### src/logic/pkcs_pkg.sv
// package: register map, source indices and select decoding for kernel clocks
package pkcs_pkg;
    localparam int ADDR_W = 8;
    localparam int DATA_W = 32;
    localparam logic [ADDR_W-1:0] KSEL_OFFSET = 8'h94;
    localparam logic [DATA_W-1:0] KSEL_RESET = 32'h0000_0000;
    localparam int LPT_SEL_HI = 31;
    localparam int LPT_SEL_LO = 30;
    localparam int I2C_SEL_HI = 23;
    localparam int I2C_SEL_LO = 22;
    localparam logic [DATA_W-1:0] KSEL_RW_MASK = 32'hC0C0_0000;
    localparam logic [1:0] SEL_RESET = 2'h0;
    // positions of the candidate source clocks in the source vector
    localparam int SRC_N = 5;
    localparam int SRC_APB = 0;
    localparam int SRC_SYS = 1;
    localparam int SRC_HSI = 2;
    localparam int SRC_LSI = 3;
    localparam int SRC_LSE = 4;

    typedef struct packed {
        logic [ADDR_W-1:0] addr;
        logic [DATA_W-1:0] wdata;
        logic [3:0] wstrb;
        logic wr;
        logic rd;
    } pkcs_bus_req_type;

    // low-power timer: 00 apb, 01 internal high-speed rc, 10 low rc, 11 ext
    function automatic int lpt_src_index(input logic [1:0] sel);
        case (sel)
            2'h1: lpt_src_index = SRC_HSI;
            2'h2: lpt_src_index = SRC_LSI;
            2'h3: lpt_src_index = SRC_LSE;
            default: lpt_src_index = SRC_APB;
        endcase
    endfunction : lpt_src_index

    // fourth i2c: 00 and 11 apb, 01 system clock, 10 internal high-speed rc
    function automatic int i2c_src_index(input logic [1:0] sel);
        case (sel)
            2'h1: i2c_src_index = SRC_SYS;
            2'h2: i2c_src_index = SRC_HSI;
            default: i2c_src_index = SRC_APB;
        endcase
    endfunction : i2c_src_index
endpackage : pkcs_pkg

### src/logic/pkcs_clk_mux.sv
// kernel clock multiplexers with registered outputs
`timescale 1ns/1ps
module pkcs_clk_mux
    import pkcs_pkg::*;
(
    input wire logic ref_clk,
    input wire logic rst,
    input wire logic [pkcs_pkg::SRC_N-1:0] src_sync,
    input wire logic [1:0] lpt_sel,
    input wire logic [1:0] i2c_sel,
    output logic lpt_kclk,
    output logic i2c_kclk
);
    logic lpt_kclk_next;
    logic i2c_kclk_next;

    // select follows the field at once, no peripheral reset needed
    always_comb begin
        lpt_kclk_next = src_sync[lpt_src_index(lpt_sel)];
        i2c_kclk_next = src_sync[i2c_src_index(i2c_sel)];
    end

    always_ff @(posedge ref_clk) begin
        if (rst) begin
            lpt_kclk <= 1'b0;
            i2c_kclk <= 1'b0;
        end else begin
            lpt_kclk <= lpt_kclk_next;
            i2c_kclk <= i2c_kclk_next;
        end
    end
endmodule : pkcs_clk_mux

### src/logic/pkcs_kernel_clk_sel.sv
// kernel clock selection register and source routing for timer and i2c
//
// The strobed register port was left to the implementer.
`timescale 1ns/1ps
module pkcs_kernel_clk_sel
    import pkcs_pkg::*;
(
    input wire logic ref_clk,
    input wire logic rst,
    input wire pkcs_pkg::pkcs_bus_req_type bus_req,
    output logic [pkcs_pkg::DATA_W-1:0] rdata,
    input wire logic apb_clk_in,
    input wire logic sys_clk_in,
    input wire logic internal_highspeed_rc_clock,
    input wire logic internal_lowspeed_rc_clock,
    input wire logic external_lowspeed_clock,
    output logic low_power_timer_one_kclk,
    output logic fourth_i2c_controller_kclk,
    output logic [1:0] lowpower_timer_clk_select,
    output logic [1:0] fourth_i2c_kernel_clk_select
);
    import pkcs_pkg::*;

    ////////////////////////////////////////////////////////////////////////
    // source synchronisers
    logic [SRC_N-1:0] src_raw;
    logic [SRC_N-1:0] src_meta_reg;
    logic [SRC_N-1:0] src_sync_reg;
    logic [SRC_N-1:0] src_meta_next;
    logic [SRC_N-1:0] src_sync_next;

    assign src_raw[SRC_APB] = apb_clk_in;
    assign src_raw[SRC_SYS] = sys_clk_in;
    assign src_raw[SRC_HSI] = internal_highspeed_rc_clock;
    assign src_raw[SRC_LSI] = internal_lowspeed_rc_clock;
    assign src_raw[SRC_LSE] = external_lowspeed_clock;

    // sources are sampled levels, so only those well below ref_clk/2 survive
    genvar gi;
    generate
        for (gi = 0; gi < SRC_N; gi++) begin : g_sync
            always_comb begin
                src_meta_next[gi] = src_raw[gi];
                src_sync_next[gi] = src_meta_reg[gi];
            end
        end
    endgenerate

    always_ff @(posedge ref_clk) begin
        if (rst) begin
            src_meta_reg <= '0;
            src_sync_reg <= '0;
        end else begin
            src_meta_reg <= src_meta_next;
            src_sync_reg <= src_sync_next;
        end
    end

    ////////////////////////////////////////////////////////////////////////
    // selection register
    logic [1:0] lpt_sel_reg;
    logic [1:0] lpt_sel_next;
    logic [1:0] i2c_sel_reg;
    logic [1:0] i2c_sel_next;
    logic hit;

    // only one word is mapped, so the decode is a plain compare
    assign hit = (bus_req.addr == KSEL_OFFSET);

    // each field lives in one byte lane, so partial writes touch only it
    always_comb begin
        lpt_sel_next = lpt_sel_reg;
        i2c_sel_next = i2c_sel_reg;
        if (bus_req.wr && hit && bus_req.wstrb[3]) begin
            lpt_sel_next = bus_req.wdata[LPT_SEL_HI:LPT_SEL_LO];
        end
        if (bus_req.wr && hit && bus_req.wstrb[2]) begin
            i2c_sel_next = bus_req.wdata[I2C_SEL_HI:I2C_SEL_LO];
        end
    end

    always_ff @(posedge ref_clk) begin
        if (rst) begin
            lpt_sel_reg <= SEL_RESET;
            i2c_sel_reg <= SEL_RESET;
        end else begin
            lpt_sel_reg <= lpt_sel_next;
            i2c_sel_reg <= i2c_sel_next;
        end
    end

    ////////////////////////////////////////////////////////////////////////
    // read port: data in the cycle after the strobe, zero otherwise
    logic [DATA_W-1:0] rdata_next;
    logic [DATA_W-1:0] ksel_word;
    logic [1:0] lpt_out_next;
    logic [1:0] i2c_out_next;

    // reserved bits are not stored, so they read zero whatever was written
    always_comb begin
        ksel_word = KSEL_RESET;
        ksel_word[LPT_SEL_HI:LPT_SEL_LO] = lpt_sel_reg;
        ksel_word[I2C_SEL_HI:I2C_SEL_LO] = i2c_sel_reg;
        rdata_next = '0;
        if (bus_req.rd && hit) begin
            rdata_next = ksel_word & KSEL_RW_MASK;
        end
        lpt_out_next = lpt_sel_next;
        i2c_out_next = i2c_sel_next;
    end

    always_ff @(posedge ref_clk) begin
        if (rst) begin
            rdata <= '0;
            lowpower_timer_clk_select <= SEL_RESET;
            fourth_i2c_kernel_clk_select <= SEL_RESET;
        end else begin
            rdata <= rdata_next;
            lowpower_timer_clk_select <= lpt_out_next;
            fourth_i2c_kernel_clk_select <= i2c_out_next;
        end
    end

    ////////////////////////////////////////////////////////////////////////
    // kernel clock multiplexers
    pkcs_clk_mux u_mux (
        .ref_clk(ref_clk),
        .rst(rst),
        .src_sync(src_sync_reg),
        .lpt_sel(lpt_sel_reg),
        .i2c_sel(i2c_sel_reg),
        .lpt_kclk(low_power_timer_one_kclk),
        .i2c_kclk(fourth_i2c_controller_kclk)
    );
endmodule : pkcs_kernel_clk_sel

### config.mk
export PLATFORM = sky130hd
export DESIGN_NAME = pkcs_kernel_clk_sel
export DESIGN_NICKNAME = d
export VERILOG_FILES = /design/src/logic/pkcs_pkg.sv /design/src/logic/pkcs_clk_mux.sv /design/src/logic/pkcs_kernel_clk_sel.sv
export SDC_FILE = /design/constraint.sdc
export NUM_CORES = 1
export LEC_CHECK = 0
export ABC_AREA = 1
export ABC_CLOCK_PERIOD_IN_PS = 1000
export BUFFER_PORTS_ARGS = -buffer_cell sky130_fd_sc_hd__buf_2
export CORE_ASPECT_RATIO = 1.25
export CORE_MARGIN = 8
export CORE_UTILIZATION = 34
export DETAILED_ROUTE_END_ITERATION = 8
export PLACE_DENSITY = 0.76
export SKIP_LAST_GASP = 1
export SLEW_MARGIN = 0
export SYNTH_ARGS = -nofsm -noshare
export SYNTH_HDL_FRONTEND = slang
export SYNTH_SLANG_ARGS = --single-unit
### constraint.sdc
create_clock -name ref_clk -period 1 [get_ports ref_clk]
set_input_delay 0.05 -clock ref_clk [delete_from_list [all_inputs] [get_ports ref_clk]]
set_output_delay 0.05 -clock ref_clk [all_outputs]
set_load 0.05 [all_outputs]
Word-level counts from Yosys, hierarchy flattened
Cells that the tools add are included.
{"block": "classes", "order_cmp": 2, "eq_ne": 6, "n_mux": 8, "n_bitwise": 1, "reduce_logical": 5}
{"operator": "3-bit case mux with 3 select lines", "n": 1}
{"operator": "8-bit == test (second input constant)", "n": 1}
{"operator": "1-bit binary-select mux with 3-bit select", "n": 2}
{"operator": "2-bit == test (second input constant)", "n": 3}
{"operator": "2-bit by 1-bit == test with 1-bit output (second input constant)", "n": 2}
{"operator": "1-bit logical AND", "n": 4}
{"operator": "2-bit by 4-bit less-than comparator with 1-bit output (second input constant)", "n": 1}
{"operator": "3-bit by 4-bit less-than comparator with 1-bit output (second input constant)", "n": 1}
{"operator": "1-bit 2-to-1 mux", "n": 4}
{"operator": "2-bit case mux with 2 select lines", "n": 1}
{"operator": "2-bit OR reduction", "n": 1}
{"operator": "1-bit inverter", "n": 1}
{"block": "word_totals", "register_bits": 48, "input_bits": 53, "output_inout_bits": 38, "word_cells": 30}

Depth between registers and ports, before layout
{"block": "depth", "depth_word": 5, "mapped_depth": 9}

By module
A second synthesis with hierarchy kept.
{"block": "unflattened", "cells_unflattened": 152, "area_unflattened_um2": 1101.1}
{"module": "pkcs_kernel_clk_sel", "n_inst": 1, "cells_per_inst": 122, "area_per_inst_um2": 923.4}
{"module": "pkcs_clk_mux", "n_inst": 1, "cells_per_inst": 30, "area_per_inst_um2": 177.7}

Least setup slack after synthesis
OpenSTA, ideal clock, no wires.
{"block": "synth_timing", "path_kind": "register to register", "from": "register, netlist name lowpower_timer_clk_select[0]", "to": "register u_mux.lpt_kclk", "setup_time_ns": 0.070, "arrival_ns": 1.466, "t_required_ns": 0.930, "setup_slack_ns": -0.536, "path_stages_with_launch": 8, "path_buffers": 0, "cell_sequence": "dfxtp_1 -> inv_1 -> ha_1 -> nor2_1 -> o21ai_0 -> nand2_1 -> nand2_1 -> a21oi_1"}
{"element": "to (signal assigned)", "line": "pkcs_clk_mux.sv:28", "rtl": "lpt_kclk <= lpt_kclk_next;"}
{"element": "to (decl)", "line": "pkcs_clk_mux.sv:11", "rtl": "output logic lpt_kclk,"}

==> results.cfg <==
[sta]
fin_crit_sh_pct = 104
fin_skew_ns = 0.00248
slew_violations = 0
fin_crit_ns = 1.04
finalSetupViolations = 1
hold_viol_final = 0
holdWs_ns = 0.0413
fin_ws_ns = -0.0358
max_freq_mhz = 965
grt_setup_unrepaired = true

[synth]
yosys_warnings = 0
synth.area.top_cells = dfxtp_1, buf_4, inv_1, nor2_1, nor2_2
yosysTopAreaCellShare_pct = 37.6
postSynthAreaPerCell_um2 = 7.40
yosysUniqueCellTypes = 19
synth-seq-cells = 20
netlist_area_um2 = 1070
postSynthCellCount = 144
yosysTopAreaCell = dfxtp_1
seq_area_frac_synth_pct = 37.6

[worst_setup_path]
crit_slowest_cell = dfxtp_4
critPathLaunchType = register
cp.arrival_ns = 1.27
crit_chain = inv_4 -> ha_4 -> nor2_1 -> o21ai_1 -> nand2_1 -> nand2_2 -> a21oi_2
end_kind = register
cp_max_fo = 3
critPathBufInv = 1
crit_family = flip-flops
reg2reg_slack_ns = -0.04
critical_path_class = reg2reg
slowest_delay_ns = 0.37
required_ns = 1.24

[detailed_routing]
wl_per_cell_um = 8.79
drtIter0Drc = 20
first_pass_iters = 2
vias = 862
vias_per_cell = 3.85
drc = 0
antenna_left = 0
wirelength_mm = 1.97

[pwr]
p_sw_uw = 550
ir_worst_vdd_uv = 954
swShare_pct = 31.7
p_comb_share_pct = 21.7
p_leak_nw = 0.707
power.total_mw = 1.74
power_density_nw_per_um2 = 1290
p_seq_share_pct = 47.1
clock_power_share_pct = 31.2
power.internal_mw = 1.19

[place]
port_buffers = 32
place.gp.congestion = 0.727
hpwl_mm = 1.71
dpl-instance-area_um2 = 1210
dp_worst_setup_slack_ns = -0.0356

[floorplan]
die_w_um = 66.1
initial_core_util_pct = 35.9
ios = 91
die_h_um = 78.6
fp-row-count = 22
die_area_um2 = 5190
core-area_um2 = 2970

[cts]
cts_tree = done
clockBufferDepth = 2
cts_made_buffers = 3
clock_sinks = 20
clkTransAtPathRegs_ns = 0.11
cts_root_buf = clkbuf_4
insertion_delay_ns = 0.29
htree_levels = 1

[global_routing]
grt_max_degree = 13
antenna_found_initial = 0
overflow = 0
grt_pass1_wl_mm = 3.37
grt_pass1_vias = 877
grt_usage_pct = 7.88

[outcome]
violations = setup timing
status = complete, but fails checks

[cells_and_area]
fin_nets = 244
stdcell_area_um2 = 1350
syn_to_final_growth_pct = 26.6
diodes = 0
layout_common_cells = conb_1, buf_2, inv_1, nor2_1, dfxtp_1
layout-drive-gt1-share_pct = 35.1

[min_path]
hold_class = in2reg

[flow_run]
cap_violations = 0
[area by class of cell]
| type | instances | area (um2) |
|---|---|---|
| Clock buffer | 4 | 47.5 |
| Fill cell | 294 | 1620 |
| Inverter | 30 | 115 |
| Multi-Input combinational cell | 92 | 459 |
| Sequential cell | 20 | 410 |
| Tap cell | 36 | 45.0 |
| Timing Repair Buffer | 42 | 273 |
[cells by family after synthesis]
kind of cell    count (synthesis)  synth area share (%)
compound gates                  5                  2.58
other cells                     1                 0.352
fa+ha+maj                       2                  2.35
flops                          20                  37.6
simple gates                   57                  26.5
buf+inv                        59                  30.6
[metal layers]
metal | wire length, um | track usage, %
met5 | 0 | 0
met4 | 17 | 3.21
met3 | 172 | 2.70
met2 | 1000 | 13.6
met1 | 778 | 8.48
[what timing repair did]
action | in CTS | in global routing
hold buffers | 5 | 0
endpoints found under the hold margin | 5 | 0
buffers inserted | 1 | 0
endpoints found under the setup margin | 4 | 4
pin swaps | 0 | 0
gates resized for setup | 5 | 6
[synth_stat cells]
| library cell | instances |
|---|---|
| clkbuf_1 | 1 |
| inv_1 | 28 |
| nor2_1 | 21 |
| dfxtp_1 | 20 |
| nand4_1 | 5 |
| nand3_4 | 1 |
| a21oi_1 | 2 |
| ha_1 | 2 |
| inv_2 | 2 |
| buf_4 | 28 |
| nand2_1 | 16 |
| o21ai_0 | 2 |
| nor2_4 | 1 |
| nor3_1 | 1 |
| nor2_2 | 10 |
| nand3_2 | 1 |
| conb_1 | 1 |
| a211oi_1 | 1 |
| nand2_2 | 1 |
[metrics by stage]
stage | std cells | TNS, ns | util, %
4_1_cts | 224 | -0.109 | 44.7
6_report | 224 | -0.0358 | 45.4
2_1_floorplan | 171 | -0.115 | -
5_1_grt | 224 | -0.183 | 45.4
3_3_place_gp | 214 | -0.0134 | 40.8
3_5_place_dp | 214 | -0.0356 | 40.8
[final timing paths]
kind | start | depth (start not counted) | endpoint
setup / recovery | lowpower_timer_clk_select[0]$_SDFFE_PP0P_ | 7 | u_mux.lpt_kclk$_SDFF_PP0_
hold / removal | bus_req[0] | 3 | rdata[31]$_SDFF_PP0_
setup reg to reg | lowpower_timer_clk_select[0]$_SDFFE_PP0P_ | 7 | u_mux.lpt_kclk$_SDFF_PP0_
hold reg to reg | src_meta_reg[0]$_SDFF_PP0_ | 2 | src_sync_reg[0]$_SDFF_PP0_
[power groups by stage]
stage	logic, mW	clock network, mW	registers (mW)
final	0.377	0.542	0.818
after floorplan	0.371	0	0.844
after detailed placement	0.357	0	0.837
after global placement	0.353	0	0.836
after CTS	0.372	0.569	0.819
after global routing	0.403	0.603	0.821
[tightest hold or removal path, delay by kind of cell]
kind | cells | cell delay [ns]
buffers and inverters | 1 | 0.11
and+or+nand+nor | 2 | 0.13
Power figures use the tool's default switching activity.
